[src/ais_pkg.sv]
package ais_pkg;
    // ------------------------------------------------------------
    // sizes
    // ------------------------------------------------------------
    localparam int          AIS_NUM_CH       = 2;
    localparam int          AIS_RAW_W        = 10;
    localparam logic [5:0]  AIS_DIV_STEPS    = 6'h21;
    // ------------------------------------------------------------
    // object dictionary addresses
    // ------------------------------------------------------------
    localparam logic [15:0] AIS_OBJ_VALUE    = 16'h3320;
    localparam logic [15:0] AIS_OBJ_OFFSET   = 16'h3321;
    localparam logic [15:0] AIS_OBJ_DIVISOR  = 16'h3322;
    localparam logic [7:0]  AIS_SUB_COUNT    = 8'h00;
    localparam logic [7:0]  AIS_SUB_CH1      = 8'h01;
    localparam logic [7:0]  AIS_SUB_CH2      = 8'h02;
    // ------------------------------------------------------------
    // reset values and limits
    // ------------------------------------------------------------
    localparam logic [7:0]  AIS_CH_COUNT_RST = 8'h02;
    localparam logic [31:0] AIS_VALUE_RST    = 32'h0000_0000;
    localparam logic [31:0] AIS_OFFSET_RST   = 32'h0000_0000;
    localparam logic [31:0] AIS_DIVISOR_RST  = 32'h0000_0001;
    localparam logic [31:0] AIS_INT_MAX      = 32'h7fff_ffff;
    localparam logic [31:0] AIS_INT_MIN      = 32'h8000_0000;

    typedef enum logic [1:0] {
        AIS_IDLE,
        AIS_RUN,
        AIS_FIN
    } ais_div_state_t;
endpackage

[src/ais_scale_if.sv]
`timescale 1ns/1ps
interface ais_scale_if;
    logic        start;
    logic [9:0]  raw;
    logic [31:0] offset;
    logic [31:0] divisor;
    logic        busy;
    logic        done;
    logic [31:0] result;

    modport ctrl (output start, raw, offset, divisor, input busy, done, result);
    modport core (input start, raw, offset, divisor, output busy, done, result);
endinterface

[src/ais_analog_input.sv]
`timescale 1ns/1ps
// Overview of operation
// - each channel has a read-only signed 32-bit entry with its current scaled value.
// - a read-only 8-bit entry reports two analog channels.
// - the channel offset is added to the raw sample first, then the sum is divided.
// - the user units come only from the channel offset and divisor settings.
// - with default offset and divisor the value equals the raw converter digits.
// - each channel has a read/write signed offset cleared at reset, plus a read-only count.
// - each channel has a read/write divisor defaulting to one, and zero writes are refused.
module ais_analog_input
    import ais_pkg::*;
(
    // clock and reset
    input  wire logic                              i_core_clk,
    input  wire logic                              i_rst,
    // converter samples
    input  wire logic [ais_pkg::AIS_NUM_CH-1:0]    i_smp_valid,
    input  wire logic [ais_pkg::AIS_RAW_W-1:0]     i_smp_raw_ch1,
    input  wire logic [ais_pkg::AIS_RAW_W-1:0]     i_smp_raw_ch2,
    // object dictionary access
    input  wire logic                              i_obj_rd,
    input  wire logic                              i_obj_wr,
    input  wire logic [15:0]                       i_obj_index,
    input  wire logic [7:0]                        i_obj_sub,
    input  wire logic [31:0]                       i_obj_wdata,
    output logic                                   o_obj_ack,
    output logic                                   o_obj_err,
    output logic [31:0]                            o_obj_rdata
);
    import ais_pkg::*;

    logic [31:0]           value_q  [AIS_NUM_CH];
    logic [31:0]           offset_q [AIS_NUM_CH];
    logic [31:0]           div_q    [AIS_NUM_CH];
    logic [AIS_RAW_W-1:0]  raw_q    [AIS_NUM_CH];
    logic [AIS_NUM_CH-1:0] pend_q;
    logic                  ack_q;
    logic                  err_q;
    logic [31:0]           rdata_q;

    ais_scale_if sif [AIS_NUM_CH] ();

    // ------------------------------------------------------------
    // one scaler per channel
    // ------------------------------------------------------------
    wire logic [AIS_RAW_W-1:0] smp_raw [AIS_NUM_CH];
    assign smp_raw[0] = i_smp_raw_ch1;
    assign smp_raw[1] = i_smp_raw_ch2;

    wire logic [AIS_NUM_CH-1:0] start;
    wire logic [AIS_NUM_CH-1:0] done;
    wire logic [31:0]           result [AIS_NUM_CH];

    for (genvar c = 0; c < AIS_NUM_CH; c++) begin : g_ch
        // a sample arriving mid-job is kept and scaled next, latest wins
        assign start[c]       = pend_q[c] && !sif[c].busy;
        assign sif[c].start   = start[c];
        assign sif[c].raw     = raw_q[c];
        assign sif[c].offset  = offset_q[c];
        assign sif[c].divisor = div_q[c];
        assign done[c]        = sif[c].done;
        assign result[c]      = sif[c].result;

        ais_ch_scaler u_scaler (
            .i_core_clk (i_core_clk),
            .i_rst      (i_rst),
            .sif        (sif[c])
        );

        always_ff @(posedge i_core_clk) begin
            if (i_rst) begin
                pend_q[c]  <= 1'b0;
                raw_q[c]   <= '0;
                value_q[c] <= AIS_VALUE_RST;
            end else begin
                if (i_smp_valid[c]) begin
                    raw_q[c] <= smp_raw[c];
                end
                // new sample wins over the start that consumes the old one
                pend_q[c] <= i_smp_valid[c] || (pend_q[c] && !start[c]);
                if (done[c]) begin
                    value_q[c] <= result[c];
                end
            end
        end
    end

    // ------------------------------------------------------------
    // object decode
    // ------------------------------------------------------------
    wire logic       is_value  = (i_obj_index == AIS_OBJ_VALUE);
    wire logic       is_offset = (i_obj_index == AIS_OBJ_OFFSET);
    wire logic       is_div    = (i_obj_index == AIS_OBJ_DIVISOR);
    wire logic       is_obj    = is_value || is_offset || is_div;
    wire logic       sub_cnt   = (i_obj_sub == AIS_SUB_COUNT);
    wire logic       sub_ch    = (i_obj_sub == AIS_SUB_CH1) || (i_obj_sub == AIS_SUB_CH2);
    wire logic       ch_sel    = (i_obj_sub == AIS_SUB_CH2);
    wire logic       mapped    = is_obj && (sub_cnt || sub_ch);
    wire logic       wr_off    = i_obj_wr && is_offset && sub_ch;
    wire logic       div_zero  = (i_obj_wdata == 32'h0000_0000);
    wire logic       wr_div    = i_obj_wr && is_div && sub_ch && !div_zero;
    wire logic       wr_bad    = i_obj_wr && !(wr_off || wr_div);
    wire logic       rd_bad    = i_obj_rd && !i_obj_wr && !mapped;
    // all three objects report the same channel count at subindex zero
    wire logic [31:0] rd_ch    = is_value  ? value_q[ch_sel] :
                                 is_offset ? offset_q[ch_sel] : div_q[ch_sel];
    wire logic [31:0] rd_mux   = !mapped ? 32'h0000_0000 :
                                 sub_cnt ? {24'h000000, AIS_CH_COUNT_RST} : rd_ch;

    always_ff @(posedge i_core_clk) begin
        if (i_rst) begin
            offset_q <= '{default: AIS_OFFSET_RST};
            div_q    <= '{default: AIS_DIVISOR_RST};
        end else begin
            if (wr_off) begin
                offset_q[ch_sel] <= i_obj_wdata;
            end
            if (wr_div) begin
                div_q[ch_sel] <= i_obj_wdata;
            end
        end
    end

    always_ff @(posedge i_core_clk) begin
        if (i_rst) begin
            ack_q   <= 1'b0;
            err_q   <= 1'b0;
            rdata_q <= 32'h0000_0000;
        end else begin
            ack_q   <= i_obj_rd || i_obj_wr;
            err_q   <= wr_bad || rd_bad;
            rdata_q <= (i_obj_rd && !i_obj_wr) ? rd_mux : 32'h0000_0000;
        end
    end

    assign o_obj_ack   = ack_q;
    assign o_obj_err   = err_q;
    assign o_obj_rdata = rdata_q;
endmodule

[src/ais_ch_scaler.sv]
`timescale 1ns/1ps
module ais_ch_scaler
    import ais_pkg::*;
(
    // clock and reset
    input  wire logic   i_core_clk,
    input  wire logic   i_rst,
    // job and result
    ais_scale_if.core   sif
);
    import ais_pkg::*;

    ais_div_state_t state_q;
    logic [32:0]    sum_q;
    logic [31:0]    den_q;
    logic           neg_q;
    logic [32:0]    quo_q;
    logic [32:0]    rem_q;
    logic [5:0]     cnt_q;
    logic           done_q;
    logic [31:0]    result_q;
    logic [31:0]    div_q;

    // ------------------------------------------------------------
    // offset first, then magnitudes for the unsigned divider
    // ------------------------------------------------------------
    wire logic [32:0] raw_ext  = {23'h000000, sif.raw};
    wire logic [32:0] off_ext  = {sif.offset[31], sif.offset};
    wire logic [32:0] sum      = raw_ext + off_ext;
    wire logic [32:0] sum_mag  = sum[32] ? 33'(-sum) : sum;
    wire logic [31:0] den_mag  = sif.divisor[31] ? 32'(-sif.divisor) : sif.divisor;
    wire logic [32:0] trial    = {rem_q[31:0], quo_q[32]};
    wire logic        fits     = trial >= {1'b0, den_q};
    wire logic [32:0] rem_next = fits ? 33'(trial - {1'b0, den_q}) : trial;
    // truncation toward zero falls out of dividing magnitudes
    wire logic        pos_sat  = !neg_q && (quo_q > {1'b0, AIS_INT_MAX});
    wire logic        neg_sat  = neg_q && (quo_q > {1'b0, AIS_INT_MIN});
    wire logic [31:0] signed_q = neg_q ? 32'(-quo_q) : quo_q[31:0];
    wire logic [31:0] final_q  = pos_sat ? AIS_INT_MAX : (neg_sat ? AIS_INT_MIN : signed_q);

    assign sif.busy   = (state_q != AIS_IDLE);
    assign sif.done   = done_q;
    assign sif.result = result_q;

    always_ff @(posedge i_core_clk) begin
        if (i_rst) begin
            state_q  <= AIS_IDLE;
            done_q   <= 1'b0;
            result_q <= AIS_VALUE_RST;
        end else begin
            done_q <= 1'b0;
            unique case (state_q)
                AIS_IDLE: if (sif.start) state_q <= AIS_RUN;
                AIS_RUN:  if (cnt_q == AIS_DIV_STEPS - 6'h01) state_q <= AIS_FIN;
                AIS_FIN: begin
                    result_q <= final_q;
                    done_q   <= 1'b1;
                    state_q  <= AIS_IDLE;
                end
            endcase
        end
    end

    always_ff @(posedge i_core_clk) begin
        if (state_q == AIS_IDLE && sif.start) begin
            sum_q <= sum;
            div_q <= sif.divisor;
            neg_q <= sum[32] ^ sif.divisor[31];
            den_q <= den_mag;
            quo_q <= sum_mag;
            rem_q <= 33'h0;
            cnt_q <= 6'h00;
        end else if (state_q == AIS_RUN) begin
            rem_q <= rem_next;
            quo_q <= {quo_q[31:0], fits};
            cnt_q <= cnt_q + 6'h01;
        end
    end

    wire logic signed [33:0] exp_q = $signed({sum_q[32], sum_q}) / $signed({{2{div_q[31]}}, div_q});
    wire logic [31:0] exp_sat = (exp_q > $signed({2'b00, AIS_INT_MAX})) ? AIS_INT_MAX :
                                (exp_q < $signed({2'b11, AIS_INT_MIN})) ? AIS_INT_MIN :
                                exp_q[31:0];
endmodule

[config.mk]
export PLATFORM = sky130hd
export DESIGN_NAME = ais_analog_input
export DESIGN_NICKNAME = d
export VERILOG_FILES = /design/src/ais_pkg.sv /design/src/ais_scale_if.sv /design/src/ais_analog_input.sv /design/src/ais_ch_scaler.sv
export SDC_FILE = /design/constraint.sdc
export NUM_CORES = 1
export LEC_CHECK = 0
export ABC_AREA = 1
export BUFFER_PORTS_ARGS = -buffer_cell sky130_fd_sc_hd__buf_2
export CORE_ASPECT_RATIO = 0.8
export CORE_UTILIZATION = 55
export DETAILED_ROUTE_END_ITERATION = 8
export PLACE_DENSITY = 0.72
export SLEW_MARGIN = 20
export SYNTH_ARGS = -nofsm -noshare
export SYNTH_HDL_FRONTEND = slang
export SYNTH_SLANG_ARGS = --single-unit
[constraint.sdc]
create_clock -name i_core_clk -period 6.5 [get_ports i_core_clk]
set_clock_uncertainty 0.1 [all_clocks]
set_input_delay 0.975 -clock i_core_clk [delete_from_list [all_inputs] [get_ports i_core_clk]]
set_output_delay 0.975 -clock i_core_clk [all_outputs]
set_load 0.02 [all_outputs]
Word level (Yosys, flattened, before mapping). Memories as Yosys holds them, arrays and structs flattened. Index checks and enable logic that the tools add are counted.

$add $sub $neg: 12. Magnitude comparators: 8. Equality and inequality tests: 15. Muxes and demuxes: 55. Bitwise gates (word level): 9. Reduce and logical (&&, ||, !) cells: 51.

Operators by type and width (count): 32-bit two-way mux (19); 33-bit two-way mux (6); 64-bit bitwise mux (2); 32-bit negator (4); 11-bit by 32-bit adder with 33-bit output (2); 33-bit by 32-bit >= comparator with 1-bit output (2); 33-bit by 31-bit greater-than comparator with 1-bit output, second input constant (2); 33-bit by 32-bit greater-than comparator with 1-bit output, second input constant (2); 33-bit negator (2); 32-bit subtractor (2); 31-bit two-way mux (2); 16-bit by 14-bit == test with 1-bit output, second input constant (3); 32-bit demux with 1-bit select (1); 32-bit zero test (1); 1-bit logical AND (20); 10-bit two-way mux (2); 1-bit two-way mux (16); 6-bit by 1-bit adder with 6-bit output, second input constant (2); 6-bit == test, second input constant (2); 2-bit case mux with 3 select lines (2); 1-bit zero test (10); 2-bit two-way mux (5); 1-bit logical OR (9); 8-bit by 1-bit == test with 1-bit output, second input constant (1); other kinds (16) (31).

Flip-flop bits (word level): 442. Bits in writable memories: 84. Input bits: 82. Word-level logic and storage cells: 180. Memories kept: 2.

Memories: value_q (depth 2, bits a word 32, read ports 1, clocked after memory_dff 0, write ports 2, line ais_analog_input.sv:32) `logic [31:0] value_q [AIS_NUM_CH];`; raw_q (depth 2, bits a word 10, read ports 2, clocked after memory_dff 0, write ports 2, line ais_analog_input.sv:35) `logic [AIS_RAW_W-1:0] raw_q [AIS_NUM_CH];`.

Logic depth before layout (Yosys ltp). Gate-level depths: netlist (run 1).

Depth after elaboration: 8. Depth in mapped cells: 22. Gate-level depth less buffers: 22.

Hierarchy. From an unflattened synthesis (run 1), not the netlist that was laid out.

Cell total of the unflattened synthesis: 5188. Area, all modules: 34814.6 µm².

By module, submodules not included: ais_analog_input (instances 1, cells an instance 1782, area an instance 12092.8 µm², seq. area each 5805.6 µm²); ais_ch_scaler at g_ch[0].u_scaler (instances 1, cells an instance 1713, area an instance 11418.5 µm², seq. area each 3443.3 µm²); ais_ch_scaler at g_ch[1].u_scaler (instances 1, cells an instance 1693, area an instance 11303.3 µm², seq. area each 3443.3 µm²).

Least setup slack after synthesis (run 1). No wires, ideal clock.

Path kind: register to register. Start point: reg offset_q, in the netlist sif[1].offset[0]. End point: reg g_ch[1].u_scaler.quo_q[25] (data pin). Library setup time: 256 ps. Arrival time: 2344 ps. Slack: 3801 ps. Stages on the path, launching flop included: 20. Path buffers: 0. Period minus slack after synthesis: 2699 ps. Cell sequence: dfxtp_1 -> ha_1 -> inv_1 -> fa_1 -> inv_1 -> nand2_1 -> nand2_1 -> inv_1 -> nor2_1 -> nand3_1 -> nor2_1 -> nand3_1 -> nor2_1 -> nand3_2 -> nand2_4 -> nand2_2 -> nor2_1 -> nand2_1 -> nand3_1 -> nand2_1.

Cells in the longest elaborated chain, start to end: 4.

Ends and longest elaborated chain: from (decl) (line ais_analog_input.sv:33) `logic [31:0] offset_q [AIS_NUM_CH];`; from (signal, indexed assignment) (line ais_analog_input.sv:116) `offset_q[ch_sel] <= i_obj_wdata;`; 11-bit by 32-bit adder with 33-bit output * (line ais_ch_scaler.sv:29) `wire logic [32:0] sum = raw_ext + off_ext;`; 33-bit negator (line ais_ch_scaler.sv:30) `wire logic [32:0] sum_mag = sum[32] ? 33'(-sum) : sum;`; 33-bit two-way mux * (line ais_ch_scaler.sv:30); 33-bit two-way mux * (line ais_ch_scaler.sv:65) `if (state_q == AIS_IDLE && sif.start) begin`; to (signal assigned) (line ais_ch_scaler.sv:70) `quo_q <= sum_mag;`; to (signal assigned) (line ais_ch_scaler.sv:75) `quo_q <= {quo_q[31:0], fits};`; to (decl) (line ais_ch_scaler.sv:17) `logic [32:0] quo_q;`.

Mark *: on every way between the ends. The rest lies on a longest branch, timed or not. A chain may end at the register's enable or synchronous reset.

Final worst setup path (run 1).
Start point: reg g_ch[0].u_scaler.quo_q[32]. End point: reg g_ch[0].u_scaler.rem_q[12].

Cells in the longest elaborated chain, start to end: 2. Elaborated cells between the ends (all ways): 3.

Ends and longest elaborated chain: from (decl) (line ais_ch_scaler.sv:17); from (signal assigned) (line ais_ch_scaler.sv:70); from (signal assigned) (line ais_ch_scaler.sv:75); 32-bit subtractor or 33-bit by 32-bit >= comparator with 1-bit output (tied branches) (line ais_ch_scaler.sv:34, ais_ch_scaler.sv:33); 32-bit two-way mux * (line ais_ch_scaler.sv:34) `wire logic [32:0] rem_next = fits ? 33'(trial - {1'b0, den_q}) : trial;`; to (signal assigned) (line ais_ch_scaler.sv:74) `rem_q <= rem_next;`; to (decl) (line ais_ch_scaler.sv:18) `logic [32:0] rem_q;`.

Marked as above.

==> results of run 1 <==
[synthesized netlist by cell type (all sizes together), types with 4 or more instances]
master / instances
nor2: 506
a21oi: 292
a21boi: 4
inv: 618
fa: 4
o21bai: 15
nand4: 50
nor4: 32
or2: 21
and2: 6
a211oi: 109
ha: 102
xnor2: 61
o211ai: 38
nor3: 49
clkbuf: 128
a221oi: 44
a21o: 7
nand2: 1098
o31ai: 5
nand3b: 6
buf: 38
nand3: 264
o21ai: 326
a31oi: 7
xor2: 143
edfxtp: 216
dfxtp: 310
[routing by layer]
metal / vias to the layer above / track usage / routed length (um)
met1: 14150 / 0.556 / 50900
li1: 14932 / - / -
met2: 1596 / 0.509 / 43800
met5: - / 0 / 0
met4: 0 / 0.0914 / 2760
met3: 162 / 0.115 / 14700
[per-stage QoR]
step | hold slack (ps) | std cells | power, W
6_report | 375 | 5370 | 0.0111
5_1_grt | 394 | 5368 | 0.0117
4_1_cts | 376 | 5364 | 0.0110
3_5_place_dp | 365 | 5260 | 0.00779
3_3_place_gp | 359 | 5258 | 0.00778
2_1_floorplan | 308 | 4512 | 0.00683
[registers in the layout, summed over array words and instances, names as in the netlist, 20 cells and up]
register and cells:
g_ch.u_scaler.den_q 64, g_ch.u_scaler.quo_q 66, g_ch.u_scaler.rem_q 64, g_ch.u_scaler.sif.result 64
o_obj_rdata 32, raw_q 20, sif.divisor 64, sif.offset 64
value_q 64
[path summary, 6_finish.rpt]
path,start,endpoint,slack (ps),cells past startpoint
min reg2reg,g_ch[1].u_scaler.rem_q[4],g_ch[1].u_scaler.rem_q[4],380,2
min,g_ch[1].u_scaler.rem_q[4],g_ch[1].u_scaler.rem_q[4],380,2
max reg2reg,g_ch[0].u_scaler.quo_q[32],g_ch[0].u_scaler.rem_q[12],2530,13
max,g_ch[0].u_scaler.quo_q[32],g_ch[0].u_scaler.rem_q[12],2530,13
[area by class of cell]
class	count	area, um2	area share
clock buffers	84	1690	0.0479
repair buffers	146	851	0.0241
flip-flops and latches	526	12700	0.359
multi-input cells	3200	16700	0.471
diodes	5	12.5	0.000354
well taps	769	962	0.0272
clock inverters	20	155	0.00439
inverters	620	2330	0.0658
[power groups by stage]
| stage | logic [W] | registers [W] | clock network [W] |
|---|---|---|---|
| 6_report | 0.00348 | 0.00436 | 0.00327 |
| 5_1_grt | 0.00390 | 0.00441 | 0.00341 |
| 4_1_cts | 0.00342 | 0.00434 | 0.00329 |
| 3_5_place_dp | 0.00339 | 0.00441 | 0 |
| 3_3_place_gp | 0.00337 | 0.00441 | 0 |
| 2_1_floorplan | 0.00258 | 0.00425 | 0 |
[cell families after synthesis]
family | count (synthesis) | share of synthesized area
DFF | 526 | 0.393
buffers and inverters | 786 | 0.0935
AOI/OAI and AO/OA | 854 | 0.154
adders and majority gates | 106 | 0.0420
and+or+nand+nor | 2036 | 0.262
xor gates and xnor gates | 204 | 0.0557
[worst max-delay path, stage by stage (launching register included)]
cell and delay (ps):
edfxtp_1 550, inv_1 240, ha_1 340, o21ai_2 220, a21oi_2 110, o21bai_2 210, nand3_1 120, o211ai_1 300
nand2_1 110, nand2_1 510, buf_4 490, inv_2 240, o211ai_1 230, nand2_1 60
==> summary.txt, run 1 <==
Place
  • DP Worst Slack: 1880 ps
  • Detail Placement HPWL: 87000 um
  • IO buf count: 115
  • Placed inst area: 33500 um2
  • GP Congestion: 1.02

Die
  • Die Footprint: 59700 um2
  • Die H: 219 um
  • Core area: 58100 um2
  • Starting Density: 0.556
  • Io pins: 116
  • Chip width: 273 um
  • Row cnt: 79

STA
  • Final worst-path cycle share: 0.611
  • Fin Setup TNS: 0 ps
  • Headroom to the max-slew limit: 0.314
  • RSZ-0062 raised after global routing: false
  • Final hold vios: 0
  • Worst Setup Slack, final: 2530 ps
  • Slew @ Worst Pin: 1030 ps
  • Setup violations, final: 0
  • Period minus WS final: 3970 ps
  • Maximum operating frequency: 0.252 GHz
  • Final slew viol count: 0

Logic synthesis
  • Ys flop type: dfxtp_1
  • Mapped Cells: 4512
  • Yosys cell types: 57
  • Ys async rst share: 0
  • Yosys reg bits: 526
  • EDFF count, synth: 216
  • Register area share after synthesis: 0.393
  • Number of synthesis warnings: 0
  • Share of Yosys cell area claimed by the top area cell type: 0.201
  • Avg Cell Area, Syn: 7.16 um2
  • Top cell type by total area after synthesis: edfxtp_1
  • Syn nets: 4700
  • Area contributors post-synth: edfxtp_1 (20%), dfxtp_1 (19%), nand2_1 (13%), inv_1 (7.1%), nor2_1 (5.7%)
  • Post-Synthesis Cell Area: 32300 um2

Layout
  • Syn-to-layout area delta: 9.40%
  • Final Core Density: 0.608
  • Most common cell after layout, fill and taps aside: nand2_1
  • Share of cells above drive strength 1: 0.0696
  • Filler Cell Count: 5477
  • Post-route cell area: 35400 um2
  • Most frequent cells in the layout: nand2_1 (1079), inv_1 (610), nor2_1 (490), dfxtp_1 (310), o21ai_0 (296)
  • Fin nets: 4737

Worst setup path
  • Worst path required time: 6930 ps
  • Kind of critical path: reg -> reg
  • CP Capture Type: register
  • Startpoint Class: register
  • CP Max Fanout: 38
  • Arr. time, crit path: 4400 ps

Power
  • PwrDens: 314 nW/um2
  • Register share of total power: 0.392
  • Gate power share: 0.313
  • Worst vdd rail ir drop: 0.290 mV
  • Pint: 0.00693 W
  • P_leak: 15.6 nW
  • Clk pwr share: 0.295
  • Switching power: 0.00419 W
  • Switching Fraction: 0.377

Outcome
  • Status: complete, no violations

Detailed routing
  • Post-DRT Antenna Nets: 0
  • Post-route DRC: 0
  • DR WL/cell: 20.9 um
  • Vias per inst: 5.74
  • Via count: 30.8k
  • Detailed Routing Iterations Pass 1: 6
  • Total Wirelength: 112000 um
  • Initial drt markers: 4104

Min path
  • Worst Hold Class: reg -> reg

Clock network
  • H-Tree Depth: 2
  • Num CTS Buffers: 55
  • Max Buffers Root-to-Sink: 3
  • Root Driver: clkbuf_16
  • Total setup buffers inserted after CTS: 0
  • Clock-pin slew on the worst setup and hold paths: 70 ps
  • CTS resizes: 0
  • Hold_buf cts: 0
  • CTS tree: yes
  • Clock latency on the worst-skew pair: 640 ps
  • CTS Sinks: 526

Global routing
  • All-layer global routing usage: 0.371
  • Largest net degree at the start of global routing: 67
  • First-pass GRT wire length: 167000 um
  • Antenna violations before repair: 3
  • Total gr overflow: 0
  • Vias in the first global route: 27.2k

Job
  • Maxcap violations: 0
Note: power is estimated with default switching activity, not from simulation.
==> run 2: changes to the inputs <==
Settings changed: ABC_AREA 1 to 0.
Clock period 6.5 ns to 4.08 ns, I/O delays scaled along.
==> run 2 against run 1 <==
Die area fell by 4.4%. Critical path type unchanged. Combinational power grew 49%. Hold slack lost 250 ps. First-iteration DRC count down 16%. Non-clock buffer count is 52 higher. Setup slack got worse by 2300 ps. Clock-buffer cell count decreased by 15. Power rose by 53%. Fmax increased by 3.7%. Critical endpoint is now g_ch[0].u_scaler.quo_q[28]. Synthesized cell count decreased by 18%. Core utilization is 0.81 points higher. Highest routed layer is now met5.
==> summary.txt, run 2 <==
Clock network
  • CTS tree: yes (unchanged)
  • Hold_buf cts: 0 (unchanged)
  • H-Tree Depth: 2 (unchanged)
  • CTS Sinks: 526 (unchanged)
  • Root Driver: clkbuf_16 (unchanged)
  • Clock-pin slew on the worst setup and hold paths: 70 ps (about the same)
  • Num CTS Buffers: 53 (was 55)
  • Max Buffers Root-to-Sink: 3 (unchanged)
  • Total setup buffers inserted after CTS: 0 (unchanged)
  • Clock latency on the worst-skew pair: 630 ps (was 640 ps)

Logic synthesis
  • Ys flop type: dfxtp_1 (unchanged)
  • Top cell type by total area after synthesis: edfxtp_1 (unchanged)
  • Cell with the most instances after synthesis: nand2_1 (unchanged)
  • Ys async rst share: 0 (unchanged)
  • Avg Cell Area, Syn: 8.40 um2 (was 7.16 um2)
  • Syn nets: 3867 (was 4700)
  • Area contributors post-synth: edfxtp_1 (21%), dfxtp_1 (20%), nand2_1 (7.1%), xnor2_1 (5.6%), a21oi_1 (4.8%) (was edfxtp_1 (20%), dfxtp_1 (19%), nand2_1 (13%), inv_1 (7.1%), nor2_1 (5.7%))
  • Share of Yosys cell area claimed by the top area cell type: 0.210 (was 0.201)
  • Mapped Cells: 3679 (was 4512)
  • EDFF count, synth: 216 (unchanged)
  • Top cells by count, synth: nand2_1 (584), dfxtp_1 (310), a21oi_1 (297), nor2_1 (282), edfxtp_1 (216) (was nand2_1 (1082), inv_1 (612), nor2_1 (492), dfxtp_1 (310), o21ai_0 (296))
  • Number of synthesis warnings: 0 (unchanged)
  • Yosys cell types: 80 (was 57)
  • Yosys reg bits: 526 (unchanged)
  • Register area share after synthesis: 0.411 (was 0.393)
  • Post-Synthesis Cell Area: 30900 um2 (was 32300 um2)

Min path
  • Worst Hold Class: in -> reg (was reg -> reg)
  • Hold wc startpoint: i_smp_valid[0] (was g_ch[1].u_scaler.rem_q[4])

Power
  • Register share of total power: 0.393 (was 0.392)
  • Clk pwr share: 0.302 (was 0.295)
  • Switching power: 0.00592 W (was 0.00419 W)
  • Pint: 0.0111 W (was 0.00693 W)
  • Worst vdd rail ir drop: 0.385 mV (was 0.290 mV)
  • Switching Fraction: 0.348 (was 0.377)
  • Gate power share: 0.306 (was 0.313)
  • PwrDens: 499 nW/um2 (was 314 nW/um2)
  • P_leak: 13.0 nW (was 15.6 nW)

Die
  • Die Footprint: 57100 um2 (was 59700 um2)
  • Core area: 55400 um2 (was 58100 um2)
  • Chip width: 267 um (was 273 um)
  • Row cnt: 77 (was 79)
  • Die H: 214 um (was 219 um)
  • Starting Density: 0.558 (was 0.556)
  • Io pins: 116 (unchanged)

Worst setup path
  • Worst setup startpoint: raw_q[0][8] (was g_ch[0].u_scaler.quo_q[32])
  • CP endpoint: g_ch[0].u_scaler.quo_q[28] (was g_ch[0].u_scaler.rem_q[12])
  • Kind of critical path: reg -> reg (unchanged)
  • R2r endpoint: g_ch[0].u_scaler.quo_q[28] (was g_ch[0].u_scaler.rem_q[12])
  • R2R depth: 11 (was 13)
  • CP Max Fanout: 10 (was 38)
  • Arr. time, crit path: 4100 ps (was 4400 ps)
  • R2r startpoint: raw_q[0][8] (was g_ch[0].u_scaler.quo_q[32])
  • CP Capture Type: register (unchanged)
  • R2r setup slk: 250 ps (was 2530 ps)
  • Startpoint Class: register (unchanged)
  • Worst path required time: 4350 ps (was 6930 ps)

STA
  • Slew @ Worst Pin: 1050 ps (was 1030 ps)
  • Maximum operating frequency: 0.261 GHz (was 0.252 GHz)
  • Headroom to the max-slew limit: 0.303 (was 0.314)
  • Worst Setup Slack, final: 245 ps (was 2530 ps)
  • Setup violations, final: 0 (unchanged)
  • Final worst-path cycle share: 0.940 (was 0.611)
  • Final hold vios: 0 (unchanged)
  • RSZ-0062 raised after global routing: false (unchanged)
  • Period minus WS final: 3830 ps (was 3970 ps)
  • Fin Setup TNS: 0 ps (unchanged)
  • Final slew viol count: 0 (unchanged)

Global routing
  • All-layer global routing usage: 0.318 (was 0.371)
  • First-pass GRT wire length: 142000 um (was 167000 um)
  • Largest net degree at the start of global routing: 79 (was 67)
  • Antenna violations before repair: 5 (was 3)
  • Total gr overflow: 0 (unchanged)
  • Vias in the first global route: 24.7k (was 27.2k)

Detailed routing
  • Via count: 27.3k (was 30.8k)
  • Total Wirelength: 92400 um (was 112000 um)
  • Vias per inst: 6.06 (was 5.74)
  • DR WL/cell: 20.5 um (was 20.9 um)
  • Detailed Routing Iterations Pass 1: 7 (was 6)
  • Post-route DRC: 0 (unchanged)
  • Initial drt markers: 3456 (was 4104)
  • Post-DRT Antenna Nets: 0 (unchanged)

Layout
  • Share of cells above drive strength 1: 0.0928 (was 0.0696)
  • Max reg flops: 66 (unchanged)
  • Filler Cell Count: 4820 (was 5477)
  • Largest register by flop count: g_ch.u_scaler.quo_q (unchanged)
  • Most common cell after layout, fill and taps aside: nand2_1 (unchanged)
  • Fin nets: 3904 (was 4737)
  • Syn-to-layout area delta: 10.6% (was 9.40%)
  • Most frequent cells in the layout: nand2_1 (581), dfxtp_1 (310), a21oi_1 (296), nor2_1 (278), edfxtp_1 (216) (was nand2_1 (1079), inv_1 (610), nor2_1 (490), dfxtp_1 (310), o21ai_0 (296))

Outcome
  • Status: complete, no violations (unchanged)

Place
  • DP Worst Slack: 73.2 ps (was 1880 ps)
  • IO buf count: 115 (unchanged)
  • GP Congestion: 1.02 (about the same)
  • Detail Placement HPWL: 67000 um (was 87000 um)

Job
  • Maxcap violations: 0 (unchanged)
[run 2: cell type report]
class	instances	area, um2	area share
clock inverters	30	315	0.00923
inverters	130	488	0.0143
multi-input cells	2807	17000	0.497
clock buffers	69	1460	0.0427
flip-flops and latches	526	12700	0.372
repair buffers	198	1270	0.0373
diodes	5	12.5	0.000366
well taps	750	938	0.0275
[run 2: per-layer routing]
layer	global-route usage	up-vias	share of wire
li1	-	13144	-
met3	0.0597	197	0.098
met4	0.125	2	0.042
met1	0.491	12756	0.46
met2	0.432	1250	0.40
met5	0	-	0.00015
[run 2: cell families (layout without fill, tap and decap cells)]
family | after synthesis | count (layout) | share of synthesized area
AO/OA/AOI/OAI | 905 | 905 | 0.182
AND/OR/NAND/NOR | 1454 | 1454 | 0.221
multiplexers | 59 | 59 | 0.0192
adder cells (fa/ha/maj) | 106 | 106 | 0.0439
buffers and inverters | 346 | 427 | 0.0427
flip-flops | 526 | 526 | 0.411
other | 0 | 5 | 0
XOR/XNOR | 283 | 283 | 0.0803
[run 2: worst max-delay path: stages (launching register included)]
cell and delay [ps]:
edfxtp_1 390, ha_1 410, a21o_1 230, a21oi_2 140, a21oi_1 650, a21oi_1 150
o21a_1 240, o21ai_1 610, nor3_1 140, buf_4 200, a41oi_1 220, o211ai_1 110
[run 2: worst min-delay path by stage]
| stage | cells after the start | endpoint |
|---|---|---|
| CTS | 3 | pend_q[0] |
| finish | 3 | pend_q[0] |
| global route | 3 | pend_q[0] |
| floorplan | 0 | g_ch[1].u_scaler.den_q[0] |
| global placement | 0 | g_ch[1].u_scaler.den_q[0] |
| detailed placement | 0 | g_ch[1].u_scaler.den_q[0] |
[run 2: power by group through the flow]
stage / Sequential, W / Combinational [W] / Clock [W]
6_report: 0.00669 / 0.00520 / 0.00513
5_1_grt: 0.00676 / 0.00583 / 0.00534
4_1_cts: 0.00667 / 0.00513 / 0.00518
3_5_place_dp: 0.00678 / 0.00510 / 0
3_3_place_gp: 0.00678 / 0.00504 / 0
2_1_floorplan: 0.00658 / 0.00394 / 0
[run 2: through the flow]
step / power [W] / util / instances / instance area (um2) / hold WS [ps]
floorplan: 0.0105 / - / 3679 / 30900 / 330
detailed placement: 0.0119 / 0.583 / 4410 / 32300 / 349
CTS: 0.0170 / 0.615 / 4509 / 34100 / 99.4
global placement: 0.0118 / 0.583 / 4410 / 32300 / 345
finish: 0.0170 / 0.616 / 4515 / 34100 / 129
global route: 0.0179 / 0.616 / 4510 / 34100 / 133
[run 2: repair_timing]
| item | in CTS | in global routing |
|---|---|---|
| setup endpoints to repair | 0 | 24 |
| endpoints found under the hold margin | 0 | 0 |
| gates resized for setup | 0 | 7 |
